[src/design/aopc_defs.svh]
`ifndef AOPC_DEFS_SVH
`define AOPC_DEFS_SVH

// Register byte offsets
`define AOPC_OFS_CONTROL    8'h00
`define AOPC_OFS_STATUS     8'h04
`define AOPC_OFS_MASK       8'h08
`define AOPC_OFS_STATE      8'h0C
`define AOPC_OFS_OUTPUT     8'h14

// Control fields
`define AOPC_CTL_PWDN       0
`define AOPC_CTL_STBY       1
`define AOPC_CTL_REGFMT     2
`define AOPC_CTL_FMT_LO     4
`define AOPC_CTL_FMT_HI     5
`define AOPC_CTL_DCOINV     6
`define AOPC_CTL_RESET      32'h0000_0000

// Output register fields, one disable bit per channel
`define AOPC_OUT_DIS_A      0
`define AOPC_OUT_DIS_B      1
`define AOPC_OUT_RESET      32'h0000_0000

// Status and mask fields
`define AOPC_ST_OR_A        0
`define AOPC_ST_OR_B        1
`define AOPC_ST_WAKE        2
`define AOPC_ST_DOWN        3
`define AOPC_ST_W           4
`define AOPC_MASK_RESET     4'h0

// Code points of the 12-bit output
`define AOPC_CODE_MIN       12'h000
`define AOPC_CODE_MID       12'h800
`define AOPC_CODE_MAX       12'hFFF

// Timing
`define AOPC_LATENCY        12
`define AOPC_CLK_NS         4
`define AOPC_STBY_WAKE_NS   200
`define AOPC_STBY_WAKE_CYC  ((`AOPC_STBY_WAKE_NS + `AOPC_CLK_NS - 1) / `AOPC_CLK_NS)

`endif

[src/design/aopc_pkg.sv]
package aopc_pkg;

	// Power sequencing, Gray along RUN -> DOWN -> WAKE
	typedef enum logic [1:0] {
		AOPC_RUN  = 2'b00,
		AOPC_DOWN = 2'b01,
		AOPC_WAKE = 2'b11,
		AOPC_STBY = 2'b10
	} aopc_state_e;

	// Output code formats
	typedef enum logic [1:0] {
		AOPC_FMT_OFFSET = 2'b00,
		AOPC_FMT_TWOS   = 2'b01,
		AOPC_FMT_GRAY   = 2'b10
	} aopc_fmt_e;

	typedef logic [31:0] aopc_word_t;

endpackage

[src/design/aopc_delay.sv]
`timescale 1ns/1ns
`default_nettype none

module aopc_delay #(
	parameter int WIDTH = 26,
	parameter int DEPTH = 12
) (
	// Clock and reset
	input  wire logic             clk,
	input  wire logic             rst,
	// Advance strobe and data
	input  wire logic             adv,
	input  wire logic [WIDTH-1:0] din,
	output logic      [WIDTH-1:0] dout
);

	localparam int PW = (DEPTH > 1) ? $clog2(DEPTH) : 1;
	localparam logic [PW-1:0] LAST = PW'(DEPTH - 1);

	logic [WIDTH-1:0] mem [DEPTH];
	logic [PW-1:0]    ptr_reg;
	logic [WIDTH-1:0] dout_reg;

	// Ring pointer, the oldest slot is the one about to be overwritten
	always_ff @(posedge clk or posedge rst) begin
		if (rst) begin
			ptr_reg <= '0;
		end else if (adv) begin
			ptr_reg <= (ptr_reg == LAST) ? '0 : ptr_reg + 1'b1;
		end
	end

	// Storage has no reset, contents before the first fill are don't-care
	always_ff @(posedge clk) begin
		if (adv) begin
			mem[ptr_reg] <= din;
		end
	end

	// Registered read of the slot written DEPTH advances ago
	always_ff @(posedge clk or posedge rst) begin
		if (rst) begin
			dout_reg <= '0;
		end else if (adv) begin
			dout_reg <= mem[ptr_reg];
		end
	end

	assign dout = dout_reg;

endmodule

`default_nettype wire

[src/design/aopc_axil.sv]
`timescale 1ns/1ns
`default_nettype none

module aopc_axil (
	// Clock and reset
	input  wire logic        clk,
	input  wire logic        rst,
	// AXI4-Lite write channels
	input  wire logic [7:0]  awaddr,
	input  wire logic        awvalid,
	output logic             awready,
	input  wire logic [31:0] wdata,
	input  wire logic [3:0]  wstrb,
	input  wire logic        wvalid,
	output logic             wready,
	output logic [1:0]       bresp,
	output logic             bvalid,
	input  wire logic        bready,
	// AXI4-Lite read channels
	input  wire logic [7:0]  araddr,
	input  wire logic        arvalid,
	output logic             arready,
	output logic [31:0]      rdata,
	output logic [1:0]       rresp,
	output logic             rvalid,
	input  wire logic        rready,
	// Register file side
	output logic             wr_en,
	output logic [7:0]       wr_addr,
	output logic [31:0]      wr_data,
	output logic [3:0]       wr_strb,
	input  wire logic        wr_err,
	output logic             rd_en,
	output logic [7:0]       rd_addr,
	input  wire logic [31:0] rd_data,
	input  wire logic        rd_err
);

	logic aw_full_reg;
	logic w_full_reg;
	logic wr_en_reg;
	logic bvalid_reg;
	logic [1:0] bresp_reg;
	logic [7:0] aw_reg;
	logic [31:0] wd_reg;
	logic [3:0] ws_reg;
	logic rd_en_reg;
	logic [7:0] ar_reg;
	logic rvalid_reg;
	logic [31:0] rdata_reg;
	logic [1:0] rresp_reg;

	assign awready = !aw_full_reg && !bvalid_reg && !wr_en_reg;
	assign wready  = !w_full_reg && !bvalid_reg && !wr_en_reg;
	assign arready = !rd_en_reg && !rvalid_reg;

	// Address and data are latched separately, either may come first
	always_ff @(posedge clk or posedge rst) begin
		if (rst) begin
			aw_full_reg <= 1'b0;
			w_full_reg  <= 1'b0;
			aw_reg      <= 8'h00;
			wd_reg      <= 32'h0000_0000;
			ws_reg      <= 4'h0;
		end else begin
			if (awvalid && awready) begin
				aw_full_reg <= 1'b1;
				aw_reg      <= awaddr;
			end else if (wr_en_reg) begin
				aw_full_reg <= 1'b0;
			end
			if (wvalid && wready) begin
				w_full_reg <= 1'b1;
				wd_reg     <= wdata;
				ws_reg     <= wstrb;
			end else if (wr_en_reg) begin
				w_full_reg <= 1'b0;
			end
		end
	end

	// One write pulse once both halves are held, response the cycle after
	always_ff @(posedge clk or posedge rst) begin
		if (rst) begin
			wr_en_reg  <= 1'b0;
			bvalid_reg <= 1'b0;
			bresp_reg  <= 2'b00;
		end else begin
			wr_en_reg <= aw_full_reg && w_full_reg && !wr_en_reg && !bvalid_reg;
			if (wr_en_reg) begin
				bvalid_reg <= 1'b1;
				bresp_reg  <= wr_err ? 2'b10 : 2'b00;
			end else if (bready) begin
				bvalid_reg <= 1'b0;
			end
		end
	end

	// Read pulse after the address is taken, data captured on that pulse
	always_ff @(posedge clk or posedge rst) begin
		if (rst) begin
			rd_en_reg  <= 1'b0;
			ar_reg     <= 8'h00;
			rvalid_reg <= 1'b0;
			rdata_reg  <= 32'h0000_0000;
			rresp_reg  <= 2'b00;
		end else begin
			rd_en_reg <= arvalid && arready;
			if (arvalid && arready) begin
				ar_reg <= araddr;
			end
			if (rd_en_reg) begin
				rvalid_reg <= 1'b1;
				rdata_reg  <= rd_data;
				rresp_reg  <= rd_err ? 2'b10 : 2'b00;
			end else if (rready) begin
				rvalid_reg <= 1'b0;
			end
		end
	end

	assign wr_en   = wr_en_reg;
	assign wr_addr = aw_reg;
	assign wr_data = wd_reg;
	assign wr_strb = ws_reg;
	assign bvalid  = bvalid_reg;
	assign bresp   = bresp_reg;
	assign rd_en   = rd_en_reg;
	assign rd_addr = ar_reg;
	assign rvalid  = rvalid_reg;
	assign rdata   = rdata_reg;
	assign rresp   = rresp_reg;

endmodule

`default_nettype wire

[src/design/aopc_top.sv]
// Function
// - Power-down from pin high or register bit; all drivers go high impedance.
// - Power-down pin low returns the converter to normal operation.
// - Register standby mode keeps reference up, giving a fixed short wake-up.
// - Wake-up time grows with time spent powered down.
// - Pin mode: format pin low gives offset binary, high gives twos complement.
// - Register mode selects offset binary, twos complement or gray code.
// - Output-disable pin low enables the data drivers, high puts them in high impedance; the data clock driver ignores the pin.
// - Output register holds an independent disable bit per channel.
// - Each sample appears twelve sample clocks later, updated after rising edge.
// - Two data clocks, data valid at rising edge unless polarity inverted.
// - Saturating codes; out-of-range flag beyond half LSB past full scale.
//
// Our own choices: the register addresses and the AXI4-Lite slave port.
`timescale 1ns/1ns
`default_nettype none
`include "aopc_defs.svh"

module aopc_top #(
	parameter int IN_W       = 14,
	parameter int LATENCY    = `AOPC_LATENCY,
	parameter int DOWN_CW    = 20,
	parameter int WAKE_SHIFT = 4
) (
	// Clock and reset
	input  wire logic            CLK,
	input  wire logic            RST,
	// AXI4-Lite register bus
	input  wire logic [7:0]      S_AXI_AWADDR,
	input  wire logic            S_AXI_AWVALID,
	output logic                 S_AXI_AWREADY,
	input  wire logic [31:0]     S_AXI_WDATA,
	input  wire logic [3:0]      S_AXI_WSTRB,
	input  wire logic            S_AXI_WVALID,
	output logic                 S_AXI_WREADY,
	output logic [1:0]           S_AXI_BRESP,
	output logic                 S_AXI_BVALID,
	input  wire logic            S_AXI_BREADY,
	input  wire logic [7:0]      S_AXI_ARADDR,
	input  wire logic            S_AXI_ARVALID,
	output logic                 S_AXI_ARREADY,
	output aopc_pkg::aopc_word_t S_AXI_RDATA,
	output logic [1:0]           S_AXI_RRESP,
	output logic                 S_AXI_RVALID,
	input  wire logic            S_AXI_RREADY,
	// Sample clock and converter samples, half-LSB units, signed
	input  wire logic            SAMPLE_CLK,
	input  wire logic [IN_W-1:0] SAMPLE_A,
	input  wire logic [IN_W-1:0] SAMPLE_B,
	// Control pins
	input  wire logic            POWER_DOWN_REQUEST,
	input  wire logic            OUTPUT_DISABLE_PIN,
	input  wire logic            FORMAT_SELECT_PIN,
	// Channel A outputs
	output logic [11:0]          DATA_A,
	output logic                 OR_A,
	output logic                 DATA_A_OE,
	// Channel B outputs
	output logic [11:0]          DATA_B,
	output logic                 OR_B,
	output logic                 DATA_B_OE,
	// Data clocks
	output logic                 DATA_CLOCK_OUT_A,
	output logic                 DATA_CLOCK_OUT_B,
	output logic                 DATA_CLOCK_OE,
	// Interrupt
	output logic                 IRQ
);
	import aopc_pkg::*;

	localparam logic [DOWN_CW-1:0] STBY_WAKE = DOWN_CW'(`AOPC_STBY_WAKE_CYC);
	localparam logic [DOWN_CW-1:0] DOWN_MAX  = '1;
	localparam logic [DOWN_CW-1:0] ONE       = DOWN_CW'(1);

	// Quantise to 12-bit offset binary with out-of-range flag
	function automatic logic [12:0] quantise(input logic signed [IN_W-1:0] x);
		logic signed [IN_W-1:0] q;
		q = x >>> 1;
		if (x > IN_W'(4095)) begin
			quantise = {1'b1, `AOPC_CODE_MAX};
		end else if (x < -IN_W'(4097)) begin
			quantise = {1'b1, `AOPC_CODE_MIN};
		end else if (q < -IN_W'(2048)) begin
			quantise = {1'b0, `AOPC_CODE_MIN};
		end else begin
			quantise = {1'b0, 12'(q + IN_W'(2048))};
		end
	endfunction

	// Recode an offset binary word in the chosen format
	function automatic logic [11:0] recode(input logic [11:0] ob, input aopc_fmt_e f);
		unique case (f)
			AOPC_FMT_TWOS: recode = ob ^ `AOPC_CODE_MID;
			AOPC_FMT_GRAY: recode = ob ^ (ob >> 1);
			default:       recode = ob;
		endcase
	endfunction

	// Byte-lane merge for register writes
	function automatic logic [31:0] merge(input logic [31:0] old, input logic [31:0] d, input logic [3:0] s);
		merge = old;
		for (int i = 0; i < 4; i++) begin
			if (s[i]) begin
				merge[i*8 +: 8] = d[i*8 +: 8];
			end
		end
	endfunction

	logic [2:0]      sclk_sync_reg;
	logic [1:0]      pd_sync_reg;
	logic [1:0]      oe_sync_reg;
	logic [1:0]      fmt_sync_reg;
	logic [IN_W-1:0] sa_s1_reg;
	logic [IN_W-1:0] sa_s2_reg;
	logic [IN_W-1:0] sb_s1_reg;
	logic [IN_W-1:0] sb_s2_reg;
	logic            sclk_rise;
	logic [31:0]     control_reg;
	logic [31:0]     output_reg;
	logic [`AOPC_ST_W-1:0] status_reg;
	logic [`AOPC_ST_W-1:0] status_next;
	logic [`AOPC_ST_W-1:0] mask_reg;
	logic [`AOPC_ST_W-1:0] events;
	aopc_state_e     state_reg;
	logic [DOWN_CW-1:0] down_cnt_reg;
	logic [DOWN_CW-1:0] wake_cnt_reg;
	logic            pd_req;
	logic            stby_req;
	logic            adv;
	logic [25:0]     pipe_in;
	logic [25:0]     pipe_out;
	aopc_fmt_e       fmt;
	logic [11:0]     data_a_reg;
	logic [11:0]     data_b_reg;
	logic            or_a_reg;
	logic            or_b_reg;
	logic            oe_a_reg;
	logic            oe_b_reg;
	logic            dck_reg;
	logic            dck_oe_reg;
	logic            irq_reg;
	logic            wr_en;
	logic [7:0]      wr_addr;
	logic [31:0]     wr_data;
	logic [3:0]      wr_strb;
	logic            wr_err;
	logic            rd_en;
	logic [7:0]      rd_addr;
	logic [31:0]     rd_data;
	logic            rd_err;

	aopc_axil u_axil (
		.clk     (CLK),
		.rst     (RST),
		.awaddr  (S_AXI_AWADDR),
		.awvalid (S_AXI_AWVALID),
		.awready (S_AXI_AWREADY),
		.wdata   (S_AXI_WDATA),
		.wstrb   (S_AXI_WSTRB),
		.wvalid  (S_AXI_WVALID),
		.wready  (S_AXI_WREADY),
		.bresp   (S_AXI_BRESP),
		.bvalid  (S_AXI_BVALID),
		.bready  (S_AXI_BREADY),
		.araddr  (S_AXI_ARADDR),
		.arvalid (S_AXI_ARVALID),
		.arready (S_AXI_ARREADY),
		.rdata   (S_AXI_RDATA),
		.rresp   (S_AXI_RRESP),
		.rvalid  (S_AXI_RVALID),
		.rready  (S_AXI_RREADY),
		.wr_en   (wr_en),
		.wr_addr (wr_addr),
		.wr_data (wr_data),
		.wr_strb (wr_strb),
		.wr_err  (wr_err),
		.rd_en   (rd_en),
		.rd_addr (rd_addr),
		.rd_data (rd_data),
		.rd_err  (rd_err)
	);

	// Two-stage synchronisers; third sample-clock stage feeds the edge detector
	always_ff @(posedge CLK or posedge RST) begin
		if (RST) begin
			sclk_sync_reg <= 3'h0;
			pd_sync_reg   <= 2'h0;
			oe_sync_reg   <= 2'h3;
			fmt_sync_reg  <= 2'h0;
		end else begin
			sclk_sync_reg <= {sclk_sync_reg[1:0], SAMPLE_CLK};
			pd_sync_reg   <= {pd_sync_reg[0], POWER_DOWN_REQUEST};
			oe_sync_reg   <= {oe_sync_reg[0], OUTPUT_DISABLE_PIN};
			fmt_sync_reg  <= {fmt_sync_reg[0], FORMAT_SELECT_PIN};
		end
	end

	// Sample words are only read at a sample edge, well after they settle
	always_ff @(posedge CLK or posedge RST) begin
		if (RST) begin
			sa_s1_reg <= '0;
			sa_s2_reg <= '0;
			sb_s1_reg <= '0;
			sb_s2_reg <= '0;
		end else begin
			sa_s1_reg <= SAMPLE_A;
			sa_s2_reg <= sa_s1_reg;
			sb_s1_reg <= SAMPLE_B;
			sb_s2_reg <= sb_s1_reg;
		end
	end

	assign sclk_rise = sclk_sync_reg[1] && !sclk_sync_reg[2];
	assign pd_req    = pd_sync_reg[1] || control_reg[`AOPC_CTL_PWDN];
	assign stby_req  = control_reg[`AOPC_CTL_STBY];

	// Power sequencing; the down counter models charge lost while off
	always_ff @(posedge CLK or posedge RST) begin
		if (RST) begin
			state_reg    <= AOPC_RUN;
			down_cnt_reg <= '0;
			wake_cnt_reg <= '0;
		end else begin
			unique case (state_reg)
				AOPC_RUN: begin
					if (pd_req) begin
						state_reg    <= AOPC_DOWN;
						down_cnt_reg <= '0;
					end else if (stby_req) begin
						state_reg <= AOPC_STBY;
					end
				end
				AOPC_DOWN: begin
					if (down_cnt_reg != DOWN_MAX) begin
						down_cnt_reg <= down_cnt_reg + 1'b1;
					end
					if (!pd_req) begin
						state_reg    <= AOPC_WAKE;
						wake_cnt_reg <= (down_cnt_reg >> WAKE_SHIFT) | ONE;
					end
				end
				AOPC_STBY: begin
					if (pd_req) begin
						state_reg    <= AOPC_DOWN;
						down_cnt_reg <= '0;
					end else if (!stby_req) begin
						state_reg    <= AOPC_WAKE;
						wake_cnt_reg <= STBY_WAKE;
					end
				end
				AOPC_WAKE: begin
					if (pd_req) begin
						state_reg    <= AOPC_DOWN;
						down_cnt_reg <= '0;
					end else if (stby_req) begin
						state_reg <= AOPC_STBY;
					end else if (wake_cnt_reg == ONE) begin
						state_reg <= AOPC_RUN;
					end else begin
						wake_cnt_reg <= wake_cnt_reg - 1'b1;
					end
				end
			endcase
		end
	end

	// The converter only clocks its pipeline while running or waking
	assign adv     = sclk_rise && (state_reg == AOPC_RUN || state_reg == AOPC_WAKE);
	assign pipe_in = {quantise(sb_s2_reg), quantise(sa_s2_reg)};

	aopc_delay #(
		.WIDTH (26),
		.DEPTH (LATENCY - 1)
	) u_delay (
		.clk  (CLK),
		.rst  (RST),
		.adv  (adv),
		.din  (pipe_in),
		.dout (pipe_out)
	);

	// Pin mode offers two formats, register mode adds gray
	always_comb begin
		if (control_reg[`AOPC_CTL_REGFMT]) begin
			fmt = aopc_fmt_e'(control_reg[`AOPC_CTL_FMT_HI:`AOPC_CTL_FMT_LO]);
		end else begin
			fmt = fmt_sync_reg[1] ? AOPC_FMT_TWOS : AOPC_FMT_OFFSET;
		end
	end

	// Output word register, changes just after the sample edge
	always_ff @(posedge CLK or posedge RST) begin
		if (RST) begin
			data_a_reg <= 12'h000;
			data_b_reg <= 12'h000;
			or_a_reg   <= 1'b0;
			or_b_reg   <= 1'b0;
		end else if (adv) begin
			data_a_reg <= recode(pipe_out[11:0], fmt);
			or_a_reg   <= pipe_out[12];
			data_b_reg <= recode(pipe_out[24:13], fmt);
			or_b_reg   <= pipe_out[25];
		end
	end

	// Data clock lags data by half a period so its rising edge is mid-word
	always_ff @(posedge CLK or posedge RST) begin
		if (RST) begin
			dck_reg <= 1'b0;
		end else begin
			dck_reg <= !sclk_sync_reg[2] ^ control_reg[`AOPC_CTL_DCOINV];
		end
	end

	// Driver enables; the pin is slow, not meant for bus sharing
	always_ff @(posedge CLK or posedge RST) begin
		if (RST) begin
			oe_a_reg   <= 1'b0;
			oe_b_reg   <= 1'b0;
			dck_oe_reg <= 1'b0;
		end else begin
			oe_a_reg   <= state_reg == AOPC_RUN && !oe_sync_reg[1] && !output_reg[`AOPC_OUT_DIS_A];
			oe_b_reg   <= state_reg == AOPC_RUN && !oe_sync_reg[1] && !output_reg[`AOPC_OUT_DIS_B];
			dck_oe_reg <= state_reg == AOPC_RUN;
		end
	end

	// Control and output registers
	always_ff @(posedge CLK or posedge RST) begin
		if (RST) begin
			control_reg <= `AOPC_CTL_RESET;
			output_reg  <= `AOPC_OUT_RESET;
			mask_reg    <= `AOPC_MASK_RESET;
		end else if (wr_en) begin
			if (wr_addr == `AOPC_OFS_CONTROL) begin
				control_reg <= merge(control_reg, wr_data, wr_strb) & 32'h0000_0077;
			end
			if (wr_addr == `AOPC_OFS_OUTPUT) begin
				output_reg <= merge(output_reg, wr_data, wr_strb) & 32'h0000_0003;
			end
			if (wr_addr == `AOPC_OFS_MASK && wr_strb[0]) begin
				mask_reg <= wr_data[`AOPC_ST_W-1:0];
			end
		end
	end

	// Sticky events; a new event wins over the read that clears
	always_comb begin
		events = '0;
		events[`AOPC_ST_OR_A] = adv && pipe_out[12];
		events[`AOPC_ST_OR_B] = adv && pipe_out[25];
		events[`AOPC_ST_WAKE] = state_reg == AOPC_WAKE && wake_cnt_reg == ONE && !pd_req && !stby_req;
		events[`AOPC_ST_DOWN] = state_reg != AOPC_DOWN && pd_req;
		status_next = status_reg;
		if (rd_en && rd_addr == `AOPC_OFS_STATUS) begin
			status_next = '0;
		end
		status_next = status_next | events;
	end

	always_ff @(posedge CLK or posedge RST) begin
		if (RST) begin
			status_reg <= '0;
			irq_reg    <= 1'b0;
		end else begin
			status_reg <= status_next;
			irq_reg    <= |(status_next & mask_reg);
		end
	end

	// Read decode and error answer for unmapped offsets
	always_comb begin
		rd_err = 1'b0;
		unique case (rd_addr)
			`AOPC_OFS_CONTROL: rd_data = control_reg;
			`AOPC_OFS_STATUS:  rd_data = {28'h0, status_reg};
			`AOPC_OFS_MASK:    rd_data = {28'h0, mask_reg};
			`AOPC_OFS_STATE:   rd_data = {24'h0, 1'b0, fmt_sync_reg[1], oe_sync_reg[1], pd_sync_reg[1], fmt, state_reg};
			`AOPC_OFS_OUTPUT:  rd_data = output_reg;
			default: begin
				rd_data = 32'h0000_0000;
				rd_err  = 1'b1;
			end
		endcase
	end

	assign wr_err = !(wr_addr == `AOPC_OFS_CONTROL || wr_addr == `AOPC_OFS_MASK ||
		wr_addr == `AOPC_OFS_OUTPUT || wr_addr == `AOPC_OFS_STATUS || wr_addr == `AOPC_OFS_STATE);

	assign DATA_A           = data_a_reg;
	assign OR_A             = or_a_reg;
	assign DATA_A_OE        = oe_a_reg;
	assign DATA_B           = data_b_reg;
	assign OR_B             = or_b_reg;
	assign DATA_B_OE        = oe_b_reg;
	assign DATA_CLOCK_OUT_A = dck_reg;
	assign DATA_CLOCK_OUT_B = dck_reg;
	assign DATA_CLOCK_OE    = dck_oe_reg;
	assign IRQ              = irq_reg;

endmodule

`default_nettype wire

[config.mk]
export PLATFORM = sky130hd
export DESIGN_NAME = aopc_top
export DESIGN_NICKNAME = d
export VERILOG_FILES = /design/src/design/aopc_pkg.sv /design/src/design/aopc_delay.sv /design/src/design/aopc_axil.sv /design/src/design/aopc_top.sv
export VERILOG_INCLUDE_DIRS = /design/src /design/src/design
export SDC_FILE = /design/constraint.sdc
export NUM_CORES = 1
export LEC_CHECK = 0
export BUFFER_PORTS_ARGS = -buffer_cell sky130_fd_sc_hd__buf_2
export CAP_MARGIN = 20
export CORE_ASPECT_RATIO = 1.75
export CORE_MARGIN = 2
export CORE_UTILIZATION = 50
export CTS_BUF_LIST = sky130_fd_sc_hd__clkbuf_8
export CTS_CLUSTER_SIZE = 24
export DETAILED_ROUTE_END_ITERATION = 8
export HOLD_SLACK_MARGIN = 0.05
export PLACE_DENSITY_LB_ADDON = 0.12
export SLEW_MARGIN = 20
export SYNTH_ARGS = -nofsm -noshare
export SYNTH_HDL_FRONTEND = slang
export SYNTH_SLANG_ARGS = --single-unit
[constraint.sdc]
create_clock -name CLK -period 9.1 [get_ports CLK]
set_clock_uncertainty 0.2 [all_clocks]
set_input_delay 0 -clock CLK [delete_from_list [all_inputs] [get_ports CLK]]
set_output_delay 0 -clock CLK [all_outputs]
set_load 0.01 [all_outputs]
==> impl_metrics.py, run 1 <==
metrics = {
    "run_status": {
        "outcome": "complete, no violations",
    },
    "worst_setup_path": {
        "arrival_ns": 3.98,
        "crit_type": "reg2reg",
        "r2r-start": "state_reg[0]",
        "end_kind": "register",
        "critPathMaxFanout": 15,
        "startpoint": "state_reg[0]",
        "r2r_end": "wake_cnt_reg[8]",
        "cp-start-kind": "register",
        "worstPathRequired_ns": 9.42,
        "worst-r2r-cell-count": 7,
        "reg2reg_slack_ns": 5.44,
        "crit_path_end": "wake_cnt_reg[8]",
    },
    "layout": {
        "largest_reg_flops": 286,
        "nets": 1801,
        "area_growth_pct": 19.1,
        "fill_cells": 3143,
        "final_core_util_pct": 60.4,
        "drive_above_1_share_pct": 20.1,
    },
    "sta": {
        "finalCriticalPeriod_ns": 3.66,
        "fin_crit_sh_pct": 40.2,
        "worst_pin_slew_ns": 0.992,
        "final-hold-violation-count": 0,
        "setup_viol": 0,
        "fin_tns_setup_ns": 0,
        "relSlewSlack_pct": 33.3,
        "slew_viol_final": 0,
        "max_freq_mhz": 274,
        "fin_ws_ns": 5.44,
        "rsz0062_at_grt": "false",
    },
    "yosys": {
        "synth_cell_type_count": 67,
        "syn_area_mm2": 0.0207,
        "avgSynthCellArea_um2": 14.6,
        "synth_edf_count": 286,
        "yosys_warnings": 0,
        "ys_seq_elements": 509,
        "synth_ff_type": "edfxtp_1",
        "syn_inst": 1420,
        "async_reset_ff_share_pct": 43.8,
        "seq_area_frac_synth_pct": 68.5,
    },
    "clock_network": {
        "clock_latency_ns": 0.64,
        "ctsLongestPathBuffers": 3,
        "cts_buffers": 75,
        "clock-root-buffer": "clkbuf_8",
        "cts_setup_buffers": 0,
        "clock-sinks": 509,
        "htreeDepth": 3,
        "clkTransAtPathRegs_ns": 0.06,
        "cts_tree": "yes",
    },
    "routing": {
        "vias_per_cell": 5.52,
        "drt-pass1-iter-count": 5,
        "drt_wl_total_um": 47700,
        "routedWlPerCell_um": 20.6,
        "drc": 0,
        "vias": 12800,
        "detail-route-antenna-nets": 0,
        "drtIter0Drc": 625,
    },
    "placed_design": {
        "dp_hpwl_um": 28700,
        "post-place-ws_ns": 5.48,
        "io_buffers": 108,
        "place.gp.congestion": 0.862,
    },
    "run": {
        "cap_viol_max_count": 0,
    },
    "global_route": {
        "grt.overflow.total": 0,
        "grt_pass1_vias": 13500,
        "antenna_found_initial": 2,
        "grt_util_all_layers_pct": 22.7,
        "grt_max_degree": 80,
        "grt_first_pass_wirelength_um": 73800,
    },
    "floorplanning": {
        "die-height_um": 273,
        "dieArea_mm2": 0.0431,
        "std_cell_rows": 98,
        "die_w_um": 158,
        "start_util_pct": 50.7,
        "core_area_mm2": 0.0408,
        "ios": 164,
    },
    "min_path": {
        "hold_path_startpoint": "sb_s1_reg[7]",
        "hold_path_class": "reg2reg",
    },
    "power": {
        "peakVddDrop_mv": 0.173,
        "power_density_mw_per_mm2": 269,
        "p_leak_nw": 9.64,
    },
}
-- per-stage QoR --
stage               power (W)  instances  instance area, um^2  hold slack (ns)
global route          0.00700       2316                24600            0.147
CTS                   0.00669       2314                24600            0.125
floorplan             0.00428       1446                20800           -0.196
finish                0.00662       2316                24600            0.145
global placement      0.00481       2028                21800          -0.0941
detailed placement    0.00486       2028                21800          -0.0922
-- cells in the final DEF, fill, tap and decap left out, types with 9 or more instances in the layout --
cell           synthesis  routed
inv_1                 23      60
nor3b_1               18      17
mux2i_1               66      66
nand4_1               12      12
or3_1                  9       9
ha_1                   9       9
dfrtp_1              221     219
maj3_1                22      22
o22ai_1               10      10
buf_2                  8     108
and2_1                10      10
clkbuf_8               0      83
conb_1                 1      27
o21ai_0               72      71
edfxtp_1             286     286
nand2_1              105     104
mux2_2                40      40
mux4_2                52      52
nor2_1                92      87
nand3_1               17      17
buf_4                 28      29
a21oi_1               58      58
dlygate4sd3_1          0     146
o221ai_1              25      25
a31oi_1               11      11
nor3_1                23      18
-- critical path: stages (launching register included) --
cell and delay, ns:
dfrtp_1 0.47, inv_1 0.09, ha_1 0.38, nor2_1 0.80, a21o_1 0.34, nand2_1 0.40, or4_1 0.60, a32o_1 0.28
-- how the worst min path moves through the flow --
stage | to | slack [ns] | cells past startpoint
floorplan | oe_sync_reg[0] | -0.20 | 0
global placement | DATA_B[4] | -0.09 | 2
detailed placement | DATA_B[2] | -0.09 | 2
CTS | u_axil.rd_en | 0.13 | 3
global route | sb_s2_reg[8] | 0.15 | 0
finish | sb_s2_reg[7] | 0.14 | 0
-- repair_timing --
item,4_1_cts,5_1_grt
hold buffers,146,0
resized for setup,0,0
hold endpoints to repair,166,0
setup endpoints to repair,0,0
-- synthesized netlist by cell type (17+ instances only) --
library cell	n	area, um^2
maj3_1	22	220
clkbuf_1	59	221
inv_1	23	86.3
nand3_1	17	85.1
a21oi_1	58	290
buf_4	28	210
nor3b_1	18	135
dfrtp_1	221	5530
mux4_2	52	1170
o221ai_1	25	219
mux2_2	40	450
nand2_1	105	394
mux2i_1	66	661
o21ai_0	72	360
nor3_1	23	115
nor2_1	92	345
edfxtp_1	286	8590
-- cells by family after synthesis --
kind of cell | Yosys count | synth area share [%]
flip-flops | 509 | 68.5
multiplexers | 158 | 11.0
other | 1 | 0.0181
adder cells (fa/ha/maj) | 31 | 1.61
XOR/XNOR | 11 | 0.465
AND/OR/NAND/NOR | 344 | 8.15
AO/OA/AOI/OAI | 238 | 7.36
buffers and inverters | 128 | 2.91
-- layer usage --
metal / vias up / part of all wire [%] / track usage, %
met3: 104 / 3.7 / 3.50
met4: 0 / 3.5 / 10.5
met5: - / 0 / 0
li1: 5900 / - / -
met1: 6445 / 38 / 25.5
met2: 328 / 55 / 41.8
-- power breakdown --
group	leakage [nW]	internal [W]	switching [W]	total, W
clock network	0.844	0.000842	0.000861	0.00170
logic	3.47	0.000837	0.000952	0.00179
registers	5.33	0.00275	0.000383	0.00313
-- cell type report --
type / count / area [um^2] / area share [%]
flip-flops and latches: 509 / 14200 / 57.5
multi-input cells: 809 / 6070 / 24.6
repair buffers: 283 / 2220 / 9.01
clock inverters: 57 / 248 / 1.01
diodes: 2 / 5.00 / 0.0203
clock buffers: 83 / 1140 / 4.63
inverters: 23 / 93.8 / 0.381
well taps: 550 / 688 / 2.79
Note: power is estimated with default switching activity, not from simulation.
==> run 2, diff against run 1 <==
==> constraint.sdc (replaced) <==
create_clock -name CLK -period 3.5 [get_ports CLK]
set_clock_uncertainty 0.2 [all_clocks]
set_input_delay 0 -clock CLK [delete_from_list [all_inputs] [get_ports CLK]]
set_output_delay 0 -clock CLK [all_outputs]
set_load 0.01 [all_outputs]
==> impl_metrics.py, run 2 (synthesized netlist as in run 1, its figures left out) <==
metrics = {
    "clock_network": {
        "ctsLongestPathBuffers": 3,
        "clkTransAtPathRegs_ns": 0.06,
        "postCtsResizedCells": 0,
        "clock-sinks": 509,
        "clock_latency_ns": 0.63,
        "clock-root-buffer": "clkbuf_8",
        "htreeDepth": 3,
        "cts_tree": "yes",
        "cts_buffers": 76,
    },
    "worst_setup_path": {
        "critPathMaxFanout": 10,
        "arrival_ns": 3.21,
        "end_kind": "register",
        "worst-r2r-cell-count": 6,
        "worstPathRequired_ns": 3.85,
        "crit_type": "reg2reg",
        "cp-start-kind": "register",
    },
    "sta": {
        "relSlewSlack_pct": 39.1,
        "slew_viol_final": 0,
        "final-hold-violation-count": 0,
        "finalCriticalPeriod_ns": 2.86,
        "worst_pin_slew_ns": 0.910,
        "rsz0062_at_grt": "false",
        "max_freq_mhz": 350,
        "setup_viol": 0,
        "fin_crit_sh_pct": 81.7,
        "fin_tns_setup_ns": 0,
    },
    "global_route": {
        "grt_pass1_vias": 13400,
        "grt_max_degree": 59,
        "use_met3_pct": 3.62,
        "grt_first_pass_wirelength_um": 74300,
        "grt_util_all_layers_pct": 22.9,
        "met1_usage_pct": 25.5,
        "grt.overflow.total": 0,
        "busiest_layer": "met2",
        "grt_util_met2_pct": 43.2,
        "antenna_found_initial": 1,
    },
    "placed_design": {
        "io_buffers": 108,
        "dp_hpwl_um": 29700,
        "place.gp.congestion": 0.913,
        "post_dp_cell_area_mm2": 0.0220,
    },
    "layout": {
        "largest_reg_flops": 286,
        "drive_above_1_share_pct": 21.7,
        "final_cell_mix": "edfxtp_1 (286), dfrtp_1 (219), dlygate4sd3_1 (146)",
        "area_growth_pct": 20.8,
        "final_area_mm2": 0.0250,
        "layout_commonest_cell": "edfxtp_1",
        "nets": 1821,
    },
    "power": {
        "p_leak_nw": 9.76,
        "peakVddDrop_mv": 0.426,
        "power_density_mw_per_mm2": 707,
    },
    "routing": {
        "detail-route-antenna-nets": 0,
        "drtIter0Drc": 818,
        "drc": 0,
        "drt-pass1-iter-count": 7,
        "vias": 12900,
        "drt_wl_total_um": 48300,
        "vias_per_cell": 5.55,
        "routedWlPerCell_um": 20.7,
    },
    "floorplanning": {
        "die_w_um": 158,
        "dieArea_mm2": 0.0431,
        "start_util_pct": 50.7,
        "die-height_um": 273,
        "core_area_mm2": 0.0408,
        "std_cell_rows": 98,
        "ios": 164,
    },
    "min_path": {
        "holdPathStages": 0,
        "hold_path_class": "reg2reg",
    },
    "run_status": {
        "outcome": "complete, no violations",
    },
    "run": {
        "cap_viol_max_count": 0,
    },
}
## run 2: critical path, cell delays in order, from the launching register on
cell	delay, ns
dfrtp_1	0.49
nor3_1	0.27
and2_1	0.48
nand2_1	0.11
dlygate4sd3_1	0.56
o21ai_0	0.09
dlygate4sd3_1	0.58
## run 2: worst paths after layout
| path | from | to | slack (ns) |
|---|---|---|---|
| worst max register to register | u_axil.wr_en | u_axil.wr_addr[2] | 0.64 |
| worst min-delay path | sa_s1_reg[5] | sa_s2_reg[5] | 0.14 |
| worst min register to register | sa_s1_reg[5] | sa_s2_reg[5] | 0.14 |
| min in group asynchronous | RST | u_axil.bvalid | 0.30 |
| max in group asynchronous | RST | oe_sync_reg[0] | 1.82 |
| worst max-delay path | u_axil.wr_en | u_axil.wr_addr[2] | 0.64 |
## run 2: power by group
group | internal [W] | total [W] | switching, W
logic | 0.00228 | 0.00484 | 0.00257
registers | 0.00715 | 0.00810 | 0.000957
clock network | 0.00247 | 0.00473 | 0.00225
## run 2: layer usage
layer,wire length [um],share of wire (%),vias to the layer above
met1,18000,37,6588
met3,1660,3.4,87
met5,0,0,-
met2,27200,56,314
met4,1420,2.9,0
li1,-,-,5941
## run 2: layout make-up
| type | count | area (um^2) |
|---|---|---|
| Fill cell | 3173 | 15800 |
| Inverter | 23 | 90.1 |
| Clock inverter | 52 | 325 |
| Clock buffer | 85 | 1170 |
| Antenna cell | 1 | 2.50 |
| Tap cell | 550 | 688 |
| Sequential cell | 509 | 14200 |
| Multi-Input combinational cell | 809 | 6090 |
| Timing Repair Buffer | 302 | 2450 |
## run 2: per-stage QoR
stage               hold slack (ns)  total power [W]  util [%]  worst slack [ns]  instances
floorplan                    -0.196           0.0111         -            -0.711       1446
global placement            -0.0928           0.0127      53.9             0.716       2046
detailed placement          -0.0915           0.0128      53.9             0.690       2046
CTS                           0.112           0.0178      61.2             0.614       2329
global route                  0.153           0.0186      61.2             0.473       2331
finish                        0.143           0.0177      61.2             0.642       2331
## run 2: timing repair
action | in CTS | in global routing
buffers inserted | 0 | 0
hold buffers | 146 | 0
endpoints found under the hold margin | 231 | 0
